$ cat config.mk
export PLATFORM = sky130hd
export DESIGN_NAME = ufn_frame_irq
export DESIGN_NICKNAME = d
export VERILOG_FILES = /design/src/ufn_pkg.sv /design/src/ufn_frame_irq.sv
export VERILOG_INCLUDE_DIRS = /design/src
export SDC_FILE = /design/constraint.sdc
export NUM_CORES = 1
export LEC_CHECK = 0
export BUFFER_PORTS_ARGS = -buffer_cell sky130_fd_sc_hd__buf_2
export CAP_MARGIN = 0
export CORE_MARGIN = 2
export CORE_UTILIZATION = 46
export CTS_CLUSTER_DIAMETER = 200
export DETAILED_ROUTE_END_ITERATION = 10
export HOLD_SLACK_MARGIN = 0.05
export PLACE_DENSITY = 0.88
export SYNTH_ARGS = -nofsm -noshare
export SYNTH_HDL_FRONTEND = slang
export SYNTH_SLANG_ARGS = --single-unit
$ cat constraint.sdc
create_clock -name ref_clk -period 3.9 [get_ports ref_clk]
set_clock_uncertainty 0.05 [all_clocks]
set_input_delay 0.975 -clock ref_clk [delete_from_list [all_inputs] [get_ports ref_clk]]
set_output_delay 0.975 -clock ref_clk [all_outputs]
set_load 0.1 [all_outputs]
$ cat src/ufn_cfg.svh
// offsets, field positions and reset values of the frame/irq block
// assumes APB with 32-bit data, one register per aligned word
`ifndef UFN_CFG_SVH
`define UFN_CFG_SVH

// -----------------------------------------------------------------------------
// register indices as printed
// -----------------------------------------------------------------------------
`define UFN_IDX_IN_FLAGS 8'h02
`define UFN_IDX_FRAME_LO 8'h0C
`define UFN_IDX_FRAME_HI 8'h0D
`define UFN_IDX_IRQ_EN 8'h10
`define UFN_IDX_CTRL_EN 8'h11
`define UFN_IDX_IRQ_STAT 8'h12
`define UFN_IDX_IRQ_MASK 8'h13

// -----------------------------------------------------------------------------
// fields and reset values
// -----------------------------------------------------------------------------
`define UFN_IN_EP_COUNT 4
`define UFN_FRAME_W 11
`define UFN_RST_IN_FLAGS 8'h00
`define UFN_RST_FRAME 11'h000
`define UFN_RST_IRQ_EN 4'h0
`define UFN_RST_CTRL_EN 1'h0
`define UFN_RST_STAT 2'h0
`define UFN_RST_MASK 2'h0
`define UFN_STAT_SOF_BIT 0
`define UFN_STAT_IN_BIT 1

`endif

$ cat src/ufn_pkg.sv
// types of the frame number and irq flag block
// assumes the constants of ufn_cfg.svh
package ufn_pkg;

    typedef enum logic [1:0]
    {
        UFN_APB_IDLE,
        UFN_APB_ACCESS
    } ufn_apb_state_t;

endpackage

$ cat src/ufn_frame_irq.sv
// frame number capture and irq flag registers of the usb function controller
// assumes a same-clock token decoder delivering sof and in-endpoint event pulses
//
// The APB interface to the registers was chosen for this implementation.
`timescale 1ns/10ps
`include "ufn_cfg.svh"

module ufn_frame_irq
(
    // clock and reset
    input wire logic ref_clk,
    input wire logic sys_rst,
    // apb slave
    input wire logic psel,
    input wire logic penable,
    input wire logic pwrite,
    input wire logic [11:0] paddr,
    input wire logic [31:0] pwdata,
    output logic [31:0] prdata,
    output logic pready,
    output logic pslverr,
    // events from the token decoder
    input wire logic sof_valid,
    input wire logic [10:0] sof_frame,
    input wire logic [3:0] in_ep_done,
    // interrupts
    output logic usb_irq,
    output logic cpu_irq
);

    // -------------------------------------------------------------------------
    // bus decode
    // -------------------------------------------------------------------------
    ufn_pkg::ufn_apb_state_t apb_state_q;
    logic setup;
    logic access;
    logic rd_acc;
    logic wr_acc;
    logic [9:0] word_idx;
    logic hit_in;
    logic hit_flo;
    logic hit_fhi;
    logic hit_en;
    logic hit_cen;
    logic hit_stat;
    logic hit_mask;
    logic mapped;

    assign setup = psel && !penable;
    assign access = psel && penable && (apb_state_q == ufn_pkg::UFN_APB_ACCESS);
    assign pready = 1'b1;
    assign rd_acc = access && !pwrite;
    assign wr_acc = access && pwrite;
    assign word_idx = paddr[11:2];
    assign hit_in = (paddr[1:0] == 2'h0) && (word_idx == {2'h0, `UFN_IDX_IN_FLAGS});
    assign hit_flo = (paddr[1:0] == 2'h0) && (word_idx == {2'h0, `UFN_IDX_FRAME_LO});
    assign hit_fhi = (paddr[1:0] == 2'h0) && (word_idx == {2'h0, `UFN_IDX_FRAME_HI});
    assign hit_en = (paddr[1:0] == 2'h0) && (word_idx == {2'h0, `UFN_IDX_IRQ_EN});
    assign hit_cen = (paddr[1:0] == 2'h0) && (word_idx == {2'h0, `UFN_IDX_CTRL_EN});
    assign hit_stat = (paddr[1:0] == 2'h0) && (word_idx == {2'h0, `UFN_IDX_IRQ_STAT});
    assign hit_mask = (paddr[1:0] == 2'h0) && (word_idx == {2'h0, `UFN_IDX_IRQ_MASK});
    assign mapped = hit_in || hit_flo || hit_fhi || hit_en || hit_cen || hit_stat || hit_mask;
    assign pslverr = access && !mapped;

    always_ff @(posedge ref_clk)
    begin
        if (sys_rst)
            apb_state_q <= ufn_pkg::UFN_APB_IDLE;
        else if (setup)
            apb_state_q <= ufn_pkg::UFN_APB_ACCESS;
        else
            apb_state_q <= ufn_pkg::UFN_APB_IDLE;
    end

    // -------------------------------------------------------------------------
    // frame number capture
    // -------------------------------------------------------------------------
    logic [10:0] frame_q;

    always_ff @(posedge ref_clk)
    begin
        if (sys_rst)
            frame_q <= `UFN_RST_FRAME;
        else if (sof_valid)
            frame_q <= sof_frame;
    end

    // -------------------------------------------------------------------------
    // in-endpoint pending flags, clear on read
    // -------------------------------------------------------------------------
    logic [3:0] in_pend_q;
    logic in_rd;

    assign in_rd = rd_acc && hit_in;

    generate
        for (genvar g = 0; g < `UFN_IN_EP_COUNT; g++)
        begin : g_in_flag
            always_ff @(posedge ref_clk)
            begin
                if (sys_rst)
                    in_pend_q[g] <= 1'b0;
                else if (in_ep_done[g])
                    in_pend_q[g] <= 1'b1;
                else if (in_rd)
                    in_pend_q[g] <= 1'b0;
            end
        end
    endgenerate

    // -------------------------------------------------------------------------
    // enables and combined interrupt
    // -------------------------------------------------------------------------
    logic [3:0] irq_en_q;
    logic ctrl_en_q;

    always_ff @(posedge ref_clk)
    begin
        if (sys_rst)
            irq_en_q <= `UFN_RST_IRQ_EN;
        else if (wr_acc && hit_en)
            irq_en_q <= pwdata[3:0];
    end

    always_ff @(posedge ref_clk)
    begin
        if (sys_rst)
            ctrl_en_q <= `UFN_RST_CTRL_EN;
        else if (wr_acc && hit_cen)
            ctrl_en_q <= pwdata[0];
    end

    assign usb_irq = |(in_pend_q & irq_en_q);
    assign cpu_irq = usb_irq && ctrl_en_q;

    // -------------------------------------------------------------------------
    // sticky event status, write one to clear
    // -------------------------------------------------------------------------
    logic [1:0] stat_q;
    logic [1:0] mask_q;
    logic [1:0] stat_evt;

    assign stat_evt = {|in_ep_done, sof_valid};

    always_ff @(posedge ref_clk)
    begin
        if (sys_rst)
            stat_q <= `UFN_RST_STAT;
        else if (wr_acc && hit_stat)
            stat_q <= (stat_q & ~pwdata[1:0]) | stat_evt;
        else
            stat_q <= stat_q | stat_evt;
    end

    always_ff @(posedge ref_clk)
    begin
        if (sys_rst)
            mask_q <= `UFN_RST_MASK;
        else if (wr_acc && hit_mask)
            mask_q <= pwdata[1:0];
    end

    // -------------------------------------------------------------------------
    // read data
    // -------------------------------------------------------------------------
    logic [31:0] rdata_d;
    logic [31:0] rdata_q;

    always_comb
    begin
        rdata_d = 32'h0000_0000;
        if (hit_in)
            rdata_d = {28'h000_0000, in_pend_q};
        else if (hit_flo)
            rdata_d = {24'h00_0000, frame_q[7:0]};
        else if (hit_fhi)
            rdata_d = {29'h0, frame_q[10:8]};
        else if (hit_en)
            rdata_d = {28'h000_0000, irq_en_q};
        else if (hit_cen)
            rdata_d = {31'h0, ctrl_en_q};
        else if (hit_stat)
            rdata_d = {30'h0, stat_q};
        else if (hit_mask)
            rdata_d = {30'h0, mask_q};
    end

    always_ff @(posedge ref_clk)
    begin
        if (sys_rst)
            rdata_q <= 32'h0000_0000;
        else if (setup && !pwrite)
            rdata_q <= rdata_d;
    end

    assign prdata = rdata_q;

    // -------------------------------------------------------------------------
    // checks
    // -------------------------------------------------------------------------
    property p_frame_capture;
        @(posedge ref_clk) disable iff (sys_rst)
        sof_valid |=> frame_q == $past(sof_frame);
    endproperty
    a_frame_capture: assert property (p_frame_capture) else $error("frame not captured");

    property p_frame_high;
        @(posedge ref_clk) disable iff (sys_rst)
        (setup && !pwrite && hit_fhi) |=> prdata[31:3] == 29'h0 && prdata[2:0] == $past(frame_q[10:8]);
    endproperty
    a_frame_high: assert property (p_frame_high) else $error("high frame read wrong");

    property p_frame_high_wr;
        @(posedge ref_clk) disable iff (sys_rst)
        (wr_acc && hit_fhi && !sof_valid) |=> $stable(frame_q);
    endproperty
    a_frame_high_wr: assert property (p_frame_high_wr) else $error("frame written");

    property p_flags_ro;
        @(posedge ref_clk) disable iff (sys_rst)
        (wr_acc && hit_in && in_ep_done == 4'h0) |=> $stable(in_pend_q);
    endproperty
    a_flags_ro: assert property (p_flags_ro) else $error("flag register written");

    property p_irq_any;
        @(posedge ref_clk) disable iff (sys_rst)
        usb_irq == |(in_pend_q & irq_en_q);
    endproperty
    a_irq_any: assert property (p_irq_any) else $error("irq mismatch");

    property p_clear_on_read;
        @(posedge ref_clk) disable iff (sys_rst)
        (in_rd && in_ep_done == 4'h0) |=> in_pend_q == 4'h0 && !usb_irq;
    endproperty
    a_clear_on_read: assert property (p_clear_on_read) else $error("flags not cleared");

    property p_cpu_gate;
        @(posedge ref_clk) disable iff (sys_rst)
        cpu_irq |-> ctrl_en_q && (in_pend_q != 4'h0);
    endproperty
    a_cpu_gate: assert property (p_cpu_gate) else $error("cpu irq ungated");

    property p_in_set;
        @(posedge ref_clk) disable iff (sys_rst)
        in_ep_done != 4'h0 |=> (in_pend_q & $past(in_ep_done)) == $past(in_ep_done);
    endproperty
    a_in_set: assert property (p_in_set) else $error("pending not set");

    property p_frame_low;
        @(posedge ref_clk) disable iff (sys_rst)
        (setup && !pwrite && hit_flo) |=> prdata == {24'h00_0000, $past(frame_q[7:0])};
    endproperty
    a_frame_low: assert property (p_frame_low) else $error("low frame read wrong");

    property p_frame_low_wr;
        @(posedge ref_clk) disable iff (sys_rst)
        (wr_acc && hit_flo && !sof_valid) |=> $stable(frame_q);
    endproperty
    a_frame_low_wr: assert property (p_frame_low_wr) else $error("low frame written");

    property p_in_upper_zero;
        @(posedge ref_clk) disable iff (sys_rst)
        (setup && !pwrite && hit_in) |=> prdata[31:4] == 28'h000_0000;
    endproperty
    a_in_upper_zero: assert property (p_in_upper_zero) else $error("flag upper bits set");

    property p_set_wins;
        @(posedge ref_clk) disable iff (sys_rst)
        (in_rd && in_ep_done != 4'h0) |=> (in_pend_q & $past(in_ep_done)) == $past(in_ep_done);
    endproperty
    a_set_wins: assert property (p_set_wins) else $error("event lost on read");

    property p_en_separate;
        @(posedge ref_clk) disable iff (sys_rst)
        (wr_acc && hit_en) |=> $stable(in_pend_q) || $past(in_ep_done) != 4'h0;
    endproperty
    a_en_separate: assert property (p_en_separate) else $error("enable write hit flags");

    property p_any_flag;
        @(posedge ref_clk) disable iff (sys_rst)
        (in_pend_q != 4'h0 && irq_en_q == 4'hF) |-> usb_irq;
    endproperty
    a_any_flag: assert property (p_any_flag) else $error("flag set without irq");

    property p_irq_source;
        @(posedge ref_clk) disable iff (sys_rst)
        usb_irq |-> in_pend_q != 4'h0;
    endproperty
    a_irq_source: assert property (p_irq_source) else $error("irq without flag");

    property p_cpu_off;
        @(posedge ref_clk) disable iff (sys_rst)
        !ctrl_en_q |-> !cpu_irq;
    endproperty
    a_cpu_off: assert property (p_cpu_off) else $error("cpu irq while disabled");

    property p_cpu_on;
        @(posedge ref_clk) disable iff (sys_rst)
        (usb_irq && ctrl_en_q) |-> cpu_irq;
    endproperty
    a_cpu_on: assert property (p_cpu_on) else $error("cpu irq missing");

    property p_stat_set;
        @(posedge ref_clk) disable iff (sys_rst)
        sof_valid |=> stat_q[`UFN_STAT_SOF_BIT];
    endproperty
    a_stat_set: assert property (p_stat_set) else $error("sof status not set");

    property p_stat_clear;
        @(posedge ref_clk) disable iff (sys_rst)
        (wr_acc && hit_stat && pwdata[`UFN_STAT_SOF_BIT] && !sof_valid) |=> !stat_q[`UFN_STAT_SOF_BIT];
    endproperty
    a_stat_clear: assert property (p_stat_clear) else $error("sof status not cleared");

    property p_unmapped_rd;
        @(posedge ref_clk) disable iff (sys_rst)
        (setup && !pwrite && !mapped) |=> prdata == 32'h0000_0000;
    endproperty
    a_unmapped_rd: assert property (p_unmapped_rd) else $error("unmapped read not zero");

    property p_rdata_hold;
        @(posedge ref_clk) disable iff (sys_rst)
        !(setup && !pwrite) |=> $stable(prdata);
    endproperty
    a_rdata_hold: assert property (p_rdata_hold) else $error("read data moved");

    // -------------------------------------------------------------------------
    // scenarios
    // -------------------------------------------------------------------------

    c_sof: cover property (@(posedge ref_clk) disable iff (sys_rst) sof_valid ##1 (rd_acc && hit_flo));
    c_sof_hi: cover property (@(posedge ref_clk) disable iff (sys_rst) sof_valid ##1 (rd_acc && hit_fhi));
    c_set_wins: cover property (@(posedge ref_clk) disable iff (sys_rst) in_rd && in_ep_done != 4'h0);
    c_irq: cover property (@(posedge ref_clk) disable iff (sys_rst) $rose(cpu_irq));
    c_clear: cover property (@(posedge ref_clk) disable iff (sys_rst) usb_irq ##1 in_rd ##1 !usb_irq);

endmodule

==> implementation parameters, run 1 <==
Parameter                              Value

Clocking
  Clock slew at the register clock pins of the worst setup and hold paths ... 0.07 ns
  Post-CTS Repair Setup Buffers ... 0
  Max H-tree Level ... 2
  Deepest clock path buffer count ... 2
  Resized Gates After CTS ... 0
  CTS tree ... yes
  Clk sink count ... 33
  Clock latency reported for the late side of the worst-skew pair ... 0.29 ns
  Number of buffers created by CTS ... 5
  CTS root buffer ... sky130_fd_sc_hd__clkbuf_8
  Cts hold-fix bufs ... 0

Route
  DR WL/cell ... 12.5 um
  Detail-routed via count per cell ... 5.05
  Total Wirelength ... 3610 um
  DRT iter0 DRCs ... 53
  Drt first pass iters ... 4
  Number of DRC violations after detailed routing ... 0
  Via count ... 1455
  Number of routed nets with antenna violations ... 0

Place
  Buffers on Ports ... 47
  HPWL Detailed ... 2820 um
  Setup slack after placement ... 0.292 ns
  Final weighted congestion in routability-driven placement ... 0.836
  Standard cell area after detailed placement ... 0.00187 mm2
  Post-Place Cells ... 280

Global routing
  Via count of the first global-routing pass ... 1375
  Total overflow reported by the global router ... 0
  Largest net degree at the start of global routing ... 35
  Antenna violations before repair ... 0
  Wire length of the first global-routing pass ... 6110 um
  Total Routing Usage GR ... 19.0%

Cells and area
  Commonest non-fill, non-tap cell in the layout ... sky130_fd_sc_hd__buf_2
  Filler-free cell count of the finished design ... 288
  Area grow syn2layout ... 15.9%
  Most frequent cells in the layout ... sky130_fd_sc_hd__buf_2, sky130_fd_sc_hd__dfxtp_1, sky130_fd_sc_hd__nor2_1, sky130_fd_sc_hd__conb_1, sky130_fd_sc_hd__mux2i_1
  Fraction of layout cells with a size suffix above 1 ... 28.3%
  Final design instance area without fill ... 0.00196 mm2
  Util after Layout ... 54.3%
  Net count reported at finish ... 304
  Number of antenna repair diodes ... 0

Setup path
  Worst reg-to-reg path cell count ... 5
  Crit. path cell count ... 6
  CP endpoint kind ... output port
  Required time at the worst-slack endpoint ... 2.87 ns
  Critical Path Source Type ... input port
  Critical path peak fanout ... 5
  Cell class contributing the biggest share of worst-path delay ... simple AND/OR/NAND/NOR gates
  Sum of buffers and inverters on the critical path ... 3
  Arrival @ worst endpoint ... 2.59 ns
  Slowest Stage Delay on Critical Path ... 0.63 ns
  Worst path most repeated cell ... sky130_fd_sc_hd__buf_2
  Cell at the slowest stage of the critical path ... sky130_fd_sc_hd__or4_1
  Cell-by-cell listing of the critical path ... buf_2 > or4_1 > nor3_1 > buf_4 > a2111oi_4 > buf_2
  Critical Setup Path Class ... input port to output port

Die
  Number of rows created at floorplan ... 22
  IO Count ... 101
  Die W ... 64.6 um
  Initial core utilization ... 46.8%
  Vertical extent of the die ... 64.6 um
  Core Region ... 0.00361 mm2
  Die ar. ... 0.00417 mm2

STA
  Final hold violation count ... 0
  Setup WS post-layout ... 0.285 ns
  Worst-Margin Slew ... 0.662 ns
  Worst slew margin relative to its limit ... 55.5%
  Max-slew violation count ... 0
  Setup repair after global routing missed its margin ... no
  Clock period minus worst slack ... 3.61 ns
  Final clock period utilization by the worst path ... 92.7%
  Sum Neg Setup Slack ... 0 ns
  Final setup violation count ... 0
  FMAX ... 0.277 GHz

Logic synthesis
  Synthesized netlist cell count ... 194
  Post-synthesis register bit count ... 33
  Count of different cell masters after synthesis ... 36
  Mean area per synthesized cell ... 8.71 um2
  Top_reg_cell synth ... sky130_fd_sc_hd__dfxtp_1
  Async set-reset flop share out of synthesis ... 0%
  Count of flip-flops with a built-in enable after synthesis ... 0
  Ys Warns ... 0
  Cell area after synthesis ... 0.00169 mm2
  Proportion of synthesized chip area in sequential cells ... 39.1%

Power and ir drop
  Static leakage power ... 0.919 nW
  Maximum resistive drop on vdd ... 0.000228 V
  Pwr Density ... 399 mW/mm2

Run status
  Run status ... completed

Hold path
  HP Class ... flop to flop
  Cells on Worst Hold Path ... 2

Job
  # Max-Cap Violations ... 0
## tightest hold or removal path: stages (launching register included)
cell	delay [ns]
sky130_fd_sc_hd__dfxtp_1	0.31
sky130_fd_sc_hd__nand2_1	0.05
sky130_fd_sc_hd__a21oi_1	0.05
## through the flow
stage               hold slack (ns)  power, mW
floorplan                     0.386      0.531
global placement              0.388      0.539
finish                        0.403      0.781
global route                  0.423      0.814
detailed placement            0.398      0.542
CTS                           0.407      0.786
## state kept, by name, summed over array words and instances (netlist names)
register,count
irq_en_q,4
mask_q,2
in_pend_q,4
frame_q,11
stat_q,2
prdata,8
ctrl_en_q,1
apb_state_q,1
## synthesized netlist by cell type (3+ instances only)
cell type / count / area (um2)
sky130_fd_sc_hd__nor4_1: 3 / 18.8
sky130_fd_sc_hd__nor3_1: 5 / 25.0
sky130_fd_sc_hd__a21oi_1: 12 / 60.1
sky130_fd_sc_hd__mux2_2: 3 / 33.8
sky130_fd_sc_hd__clkbuf_1: 7 / 26.3
sky130_fd_sc_hd__a22oi_1: 3 / 22.5
sky130_fd_sc_hd__nand2_1: 13 / 48.8
sky130_fd_sc_hd__nand2b_1: 3 / 18.8
sky130_fd_sc_hd__nor2_1: 30 / 113
sky130_fd_sc_hd__dfxtp_1: 33 / 661
sky130_fd_sc_hd__mux2i_1: 19 / 190
sky130_fd_sc_hd__nand3_1: 9 / 45.0
sky130_fd_sc_hd__buf_4: 25 / 188
## path summary, 6_finish.rpt
kind                                   from                     end  slack (ns)
setup / recovery                   paddr[7]                 pslverr        0.29
hold reg to reg      prdata[6]$_SDFFE_PP0P_  prdata[6]$_SDFFE_PP0P_        0.40
hold / removal       prdata[6]$_SDFFE_PP0P_  prdata[6]$_SDFFE_PP0P_        0.40
setup reg to reg  apb_state_q[0]$_SDFF_PP0_  mask_q[1]$_SDFFE_PP0P_        2.27
## final cells by class
type	count	area, um2
Sequential cell	33	661
Multi-Input combinational cell	149	893
Fill cell	370	1650
Clock buffer	5	68.8
Tap cell	48	60.1
Timing Repair Buffer	50	258
Clock inverter	3	17.5
## where the power goes
part           leakage [nW]  total, mW  internal [mW]  switching (mW)
combinational         0.604      0.178         0.0314           0.147
sequential            0.270      0.357          0.350         0.00752
clock                0.0439      0.246          0.123           0.123
## per-layer routing
layer	GRT usage (%)	up-vias	wire (um)
met3	4.86	9	220
li1	-	712	-
met5	0	-	0
met1	22.9	682	1440
met2	31.9	52	1880
met4	8.51	0	72
## kinds of logic (layout without fill, tap and decap cells)
logic type,after synthesis,after routing,synth area share (%)
muxes,23,23,14.6
AOI/OAI and AO/OA,23,23,8.59
buffers and inverters,35,58,14.2
DFF,33,33,39.1
and+or+nand+nor,78,78,23.0
other,2,25,0.445
No activity file was read; power rests on OpenSTA's default activity.
==> run 2, diff against run 1 <==
--- a/config.mk
+++ b/config.mk
@@ -14,6 +14,8 @@
 export DETAILED_ROUTE_END_ITERATION = 10
 export HOLD_SLACK_MARGIN = 0.05
 export PLACE_DENSITY = 0.88
+export RECOVER_POWER = 100
+export SKIP_CTS_REPAIR_TIMING = 1
 export SYNTH_ARGS = -nofsm -noshare
 export SYNTH_HDL_FRONTEND = slang
 export SYNTH_SLANG_ARGS = --single-unit
==> run 2 against run 1 <==
Effect of this change:
- sequential share of layout area up 0.46 points
- critical path depth unchanged
- flip-flop and latch count unchanged
- highest routed layer unchanged
- first-iteration DRC count down 5.7%
==> implementation parameters, run 2 (same netlist as run 1, synthesis figures left out) <==
Parameter                              Value

Route
  DR WL/cell ... 12.5 um (+0.14%)
  Drt first pass iters ... 4 (unchanged)
  Total Wirelength ... 3610 um (+0.14%)
  DRT iter0 DRCs ... 50 (-5.7%)
  Via count ... 1448 (-0.48%)
  Number of routed nets with antenna violations ... 0 (unchanged)
  Number of DRC violations after detailed routing ... 0 (unchanged)
  Detail-routed via count per cell ... 5.03 (-0.48%)

Power and ir drop
  Maximum resistive drop on vdd ... 0.000228 V (about the same)
  Static leakage power ... 0.867 nW (-5.6%)
  Pwr Density ... 404 mW/mm2 (+1.2%)

STA
  Clock period minus worst slack ... 3.66 ns (+0.0429 ns)
  Sum Neg Setup Slack ... 0 ns (unchanged)
  Worst slew margin relative to its limit ... 4.17% (-51 points)
  Max-slew violation count ... 0 (unchanged)
  Final setup violation count ... 0 (unchanged)
  Final clock period utilization by the worst path ... 93.8% (+1.1 points)
  Setup repair after global routing missed its margin ... no
  Final hold violation count ... 0 (unchanged)
  FMAX ... 0.273 GHz (-1.2%)
  Worst-Margin Slew ... 1.44 ns (+0.775 ns)

Cells and area
  Number of antenna repair diodes ... 0 (unchanged)
  Register with the highest flop count ... frame_q
  Final design instance area without fill ... 0.00193 mm2 (-1.3%)
  Area grow syn2layout ... 14.4%
  Commonest non-fill, non-tap cell in the layout ... sky130_fd_sc_hd__buf_2
  Most frequent cells in the layout ... sky130_fd_sc_hd__buf_2, sky130_fd_sc_hd__dfxtp_1, sky130_fd_sc_hd__nor2_1, sky130_fd_sc_hd__conb_1, sky130_fd_sc_hd__mux2i_1
  Filler-free cell count of the finished design ... 288 (unchanged)
  Largest register FFs ... 11 (unchanged)
  Fraction of layout cells with a size suffix above 1 ... 22.5% (-5.8 points)
  Net count reported at finish ... 304 (unchanged)

Place
  Final weighted congestion in routability-driven placement ... 0.836 (unchanged)
  Buffers on Ports ... 47 (unchanged)
  Standard cell area after detailed placement ... 0.00187 mm2 (unchanged)
  Post-Place Cells ... 280 (unchanged)
  HPWL Detailed ... 2820 um (unchanged)

Clocking
  CTS tree ... yes
  Max H-tree Level ... 2 (unchanged)
  CTS root buffer ... sky130_fd_sc_hd__clkbuf_8
  Clock latency reported for the late side of the worst-skew pair ... 0.29 ns (about the same)
  Deepest clock path buffer count ... 2 (unchanged)
  Number of buffers created by CTS ... 5 (unchanged)
  Clock slew at the register clock pins of the worst setup and hold paths ... 0.07 ns (about the same)
  Clk sink count ... 33 (unchanged)

Die
  Vertical extent of the die ... 64.6 um (unchanged)
  Die ar. ... 0.00417 mm2 (unchanged)
  Die W ... 64.6 um (unchanged)
  IO Count ... 101 (unchanged)
  Core Region ... 0.00361 mm2 (unchanged)
  Number of rows created at floorplan ... 22 (unchanged)
  Initial core utilization ... 46.8% (unchanged)

Setup path
  Critical path peak fanout ... 8 (+3)
  CP endpoint kind ... output port
  Critical Path Source Type ... input port
  Launch point of the worst path ... paddr[1]
  Required time at the worst-slack endpoint ... 2.87 ns (about the same)
  Launch instance of the worst register-to-register path ... apb_state_q[0]$_SDFF_PP0_
  Arrival @ worst endpoint ... 2.63 ns (+0.04 ns)
  Critical Setup Path Class ... input port to output port

Global routing
  Antenna violations before repair ... 0 (unchanged)
  Wire length of the first global-routing pass ... 6110 um (unchanged)
  Total Routing Usage GR ... 19.0% (unchanged)
  Via count of the first global-routing pass ... 1375 (unchanged)
  Largest net degree at the start of global routing ... 35 (unchanged)
  Total overflow reported by the global router ... 0 (unchanged)

Job
  # Max-Cap Violations ... 0 (unchanged)

Run status
  Run status ... completed

Hold path
  HP Class ... flop to flop
  Startpoint of the most critical hold path ... prdata[6]$_SDFFE_PP0P_
==> run 2: cell count changes in the layout (fill, tap and decap cells not counted), sizes merged <==
cell    previous run  this run
clkbuf             5        16
buf               50        39
==> run 2: metal layers <==
layer	share of wire (%)	wire (um)	track usage [%]	vias up
li1	-	-	-	712
met1	40	1450	22.9	675
met2	52	1880	31.9	52
met3	5.8	211	4.86	9
met4	2.0	72	8.51	0
met5	0	0	0	-
==> run 2: per-stage QoR <==
step | setup slack [ns] | hold slack (ns) | power, mW | utilization, %
6_report | 0.242 | 0.405 | 0.780 | 53.6
2_1_floorplan | 0.110 | 0.386 | 0.531 | -
3_5_place_dp | 0.292 | 0.398 | 0.542 | 51.9
4_1_cts | 0.291 | 0.407 | 0.786 | 54.3
5_1_grt | 0.161 | 0.426 | 0.813 | 53.6
3_3_place_gp | 0.343 | 0.388 | 0.539 | 51.9
==> run 2: final cells by class <==
cell class / instances / area (um2)
Multi-Input combinational cell: 149 / 881
Fill cell: 379 / 1670
Clock buffer: 5 / 68.8
Clock inverter: 3 / 17.5
Timing Repair Buffer: 50 / 244
Sequential cell: 33 / 661
Tap cell: 48 / 60.1
==> run 2: worst max-delay path, stage by stage <==
cell                        delay (ns)
sky130_fd_sc_hd__buf_2            0.09
sky130_fd_sc_hd__or4_1            0.66
sky130_fd_sc_hd__nor3_1           0.33
sky130_fd_sc_hd__buf_4            0.19
sky130_fd_sc_hd__a2111oi_4        0.06
sky130_fd_sc_hd__buf_2            0.31
==> run 2: power breakdown <==
group	switching [mW]	internal (mW)
Combinational	0.146	0.0309
Sequential	0.00760	0.350
Clock	0.123	0.123
==> run 2: final timing paths <==
check / to / slack [ns] / cells past startpoint
hold reg to reg: prdata[6]$_SDFFE_PP0P_ / 0.41 / 2
setup reg to reg: mask_q[1]$_SDFFE_PP0P_ / 2.25 / 5
hold / removal: prdata[6]$_SDFFE_PP0P_ / 0.41 / 2
setup / recovery: pslverr / 0.24 / 6
==> run 3, diff against run 2 <==
--- a/config.mk
+++ b/config.mk
@@ -8,6 +8,7 @@
 export LEC_CHECK = 0
 export BUFFER_PORTS_ARGS = -buffer_cell sky130_fd_sc_hd__buf_2
 export CAP_MARGIN = 0
+export CORE_ASPECT_RATIO = 0.6
 export CORE_MARGIN = 2
 export CORE_UTILIZATION = 46
 export CTS_CLUSTER_DIAMETER = 200
==> run 3 against run 2 <==
Effect of this change:
- worst setup slack worse by 0.020 ns
- cell area shrank 0.52%
- count of clock-buffer cells in the layout is 3 higher
- largest power group unchanged
- clock power is 2% lower
- flip-flop and latch count unchanged
- wire length is 7.1% higher
- first-iteration DRC count grew 62%
- sequential power barely moved
- global-route usage decreased by 0.19 points
- critical path depth down 1
==> implementation parameters, run 3 (same netlist as run 1, synthesis figures left out) <==
Parameter                              Value

Run status
  Run status ... completed

Global routing
  Total Routing Usage GR ... 18.8% (-0.19 points)
  Total overflow reported by the global router ... 0 (unchanged)
  Wire length of the first global-routing pass ... 5770 um (-5.6%)
  Largest net degree at the start of global routing ... 35 (unchanged)
  Via count of the first global-routing pass ... 1214 (-12%)
  Antenna violations before repair ... 0 (unchanged)

Cells and area
  Area grow syn2layout ... 13.8%
  Filler-free cell count of the finished design ... 283 (-1.7%)
  Net count reported at finish ... 302 (-0.66%)
  Most frequent cells in the layout ... sky130_fd_sc_hd__buf_2, sky130_fd_sc_hd__dfxtp_1, sky130_fd_sc_hd__nor2_1, sky130_fd_sc_hd__conb_1, sky130_fd_sc_hd__mux2i_1
  Fraction of layout cells with a size suffix above 1 ... 20.6% (-1.9 points)
  Largest register FFs ... 11 (unchanged)
  Commonest non-fill, non-tap cell in the layout ... sky130_fd_sc_hd__buf_2
  Register with the highest flop count ... frame_q
  Number of antenna repair diodes ... 0 (unchanged)
  Final design instance area without fill ... 0.00192 mm2 (-0.52%)
  Util after Layout ... 56.8% (+3.2 points)

Route
  Total Wirelength ... 3870 um (+7.1%)
  Detail-routed via count per cell ... 5.09 (+1.2%)
  Drt first pass iters ... 4 (unchanged)
  Number of routed nets with antenna violations ... 0 (unchanged)
  Via count ... 1440 (-0.55%)
  DR WL/cell ... 13.7 um (+9.0%)
  Number of DRC violations after detailed routing ... 0 (unchanged)
  DRT iter0 DRCs ... 81 (+62%)

Setup path
  Worst flop-to-flop path endpoint ... mask_q[1]$_SDFFE_PP0P_
  Critical Path Source Type ... input port
  Arrival @ worst endpoint ... 2.65 ns (+0.02 ns)
  Critical path peak fanout ... 8 (unchanged)
  Slowest Stage Delay on Critical Path ... 0.68 ns (+0.02 ns)
  Cell-by-cell listing of the critical path ... buf_2 > or4_1 > nor3_1 > a2111oi_4 > buf_12
  CP endpoint kind ... output port
  Reg2reg setup slack ... 2.05 ns (-0.20 ns)
  Cell at the slowest stage of the critical path ... sky130_fd_sc_hd__or4_1
  Launch instance of the worst register-to-register path ... apb_state_q[0]$_SDFF_PP0_
  Critical Setup Path Class ... input port to output port
  Required time at the worst-slack endpoint ... 2.87 ns (about the same)
  Worst reg-to-reg path cell count ... 5 (unchanged)

Clocking
  Clock latency reported for the late side of the worst-skew pair ... 0.28 ns (about the same)
  Max H-tree Level ... 2 (unchanged)
  Clock slew at the register clock pins of the worst setup and hold paths ... 0.06 ns (about the same)
  Clk sink count ... 33 (unchanged)
  Number of buffers created by CTS ... 5 (unchanged)
  CTS tree ... yes
  CTS root buffer ... sky130_fd_sc_hd__clkbuf_8
  Deepest clock path buffer count ... 2 (unchanged)

STA
  Worst-Margin Slew ... 1.44 ns (+0.00609 ns)
  Hold WS ... 0.400 ns (-0.00523 ns)
  Max-slew violation count ... 0 (unchanged)
  Final hold violation count ... 0 (unchanged)
  Setup WS post-layout ... 0.222 ns (-0.0205 ns)
  Final clock period utilization by the worst path ... 94.3% (+0.52 points)
  Clock period minus worst slack ... 3.68 ns (+0.0205 ns)
  FMAX ... 0.272 GHz (-0.56%)
  Sum Neg Setup Slack ... 0 ns (unchanged)
  Setup repair after global routing missed its margin ... no
  Worst slew margin relative to its limit ... 3.76% (-0.41 points)
  Final setup violation count ... 0 (unchanged)

Hold path
  Startpoint of the most critical hold path ... prdata[5]$_SDFFE_PP0P_
  Cells on Worst Hold Path ... 2 (unchanged)
  HP Class ... flop to flop
  Hold Path End ... prdata[5]$_SDFFE_PP0P_

Power and ir drop
  Part of the power in the clock network ... 31.0% (-0.5 points)
  Net switching power ... 0.269 mW (-2.9%)
  Static leakage power ... 0.855 nW (-1.4%)
  Pwr Density ... 404 mW/mm2 (about the same)
  Logic pwr share ... 22.9% (+0.2 points)
  Maximum resistive drop on vdd ... 0.000177 V (-22%)
  Final Total Pwr ... 0.776 mW (-0.55%)
  Portion of total power attributed to sequential cells ... 46.1% (+0.3 points)
  Total internal power ... 0.507 mW (+0.73%)
  Switch share ... 34.7% (-0.83 points)

Place
  Standard cell area after detailed placement ... 0.00187 mm2 (-0.20%)
  Buffers on Ports ... 47 (unchanged)
  Setup slack after placement ... 0.339 ns (+0.0474 ns)
  HPWL Detailed ... 2900 um (+3.1%)
  Post-Place Cells ... 275 (-1.8%)
  Final weighted congestion in routability-driven placement ... 0.921 (+10%)

Die
  Number of rows created at floorplan ... 16 (-27%)
  Die ar. ... 0.00419 mm2 (+0.39%)
  Die W ... 82.2 um (+27%)
  Vertical extent of the die ... 50.9 um (-21%)
  Core Region ... 0.00338 mm2 (-6.2%)
  IO Count ... 101 (unchanged)
  Initial core utilization ... 49.9% (+3.1 points)

Job
  # Max-Cap Violations ... 0 (unchanged)
run 3: changes by cell type in the layout (fill, tap and decap cells not counted):
cell / delta
sky130_fd_sc_hd__buf_2: -1
sky130_fd_sc_hd__clkbuf_1: +3
sky130_fd_sc_hd__clkinv_2: -2
sky130_fd_sc_hd__buf_12: +1
sky130_fd_sc_hd__clkinvlp_4: -1
sky130_fd_sc_hd__buf_4: -2
run 3: final cells by class:
class / instances / area (um2)
fill: 345 / 1460
multi-input combinational: 149 / 881
sequential: 33 / 661
timing repair buffer: 48 / 244
clock buffer: 8 / 80.1
tap: 45 / 56.3
run 3: worst max path at each step:
stage / cells past startpoint / slack (ns) / to / from
2_1_floorplan: 5 / 0.11 / pslverr / paddr[3]
3_3_place_gp: 5 / 0.31 / pslverr / paddr[7]
3_5_place_dp: 6 / 0.34 / pslverr / paddr[2]
4_1_cts: 6 / 0.33 / pslverr / paddr[2]
5_1_grt: 6 / 0.12 / pslverr / paddr[2]
6_report: 5 / 0.22 / pslverr / paddr[1]
run 3: critical path, delay by kind of cell:
kind / cells / cell delay, ns
buf+inv: 2 / 0.29
compound gates: 1 / 0.11
simple gates: 2 / 1.26
run 3: power by group through the flow:
stage	logic, mW	registers [mW]	clock network [mW]
finish	0.178	0.358	0.240
global route	0.186	0.359	0.264
CTS	0.178	0.357	0.248
detailed placement	0.177	0.365	0
global placement	0.176	0.364	0
floorplan	0.162	0.369	0
run 3: metal layers:
| metal | up-vias | share of wire (%) | GRT usage, % |
|---|---|---|---|
| met5 | - | 0 | 0 |
| met4 | 0 | 1.5 | 8.06 |
| met3 | 7 | 9.5 | 7.07 |
| met2 | 58 | 43 | 25.3 |
| met1 | 662 | 46 | 26.5 |
| li1 | 713 | - | - |
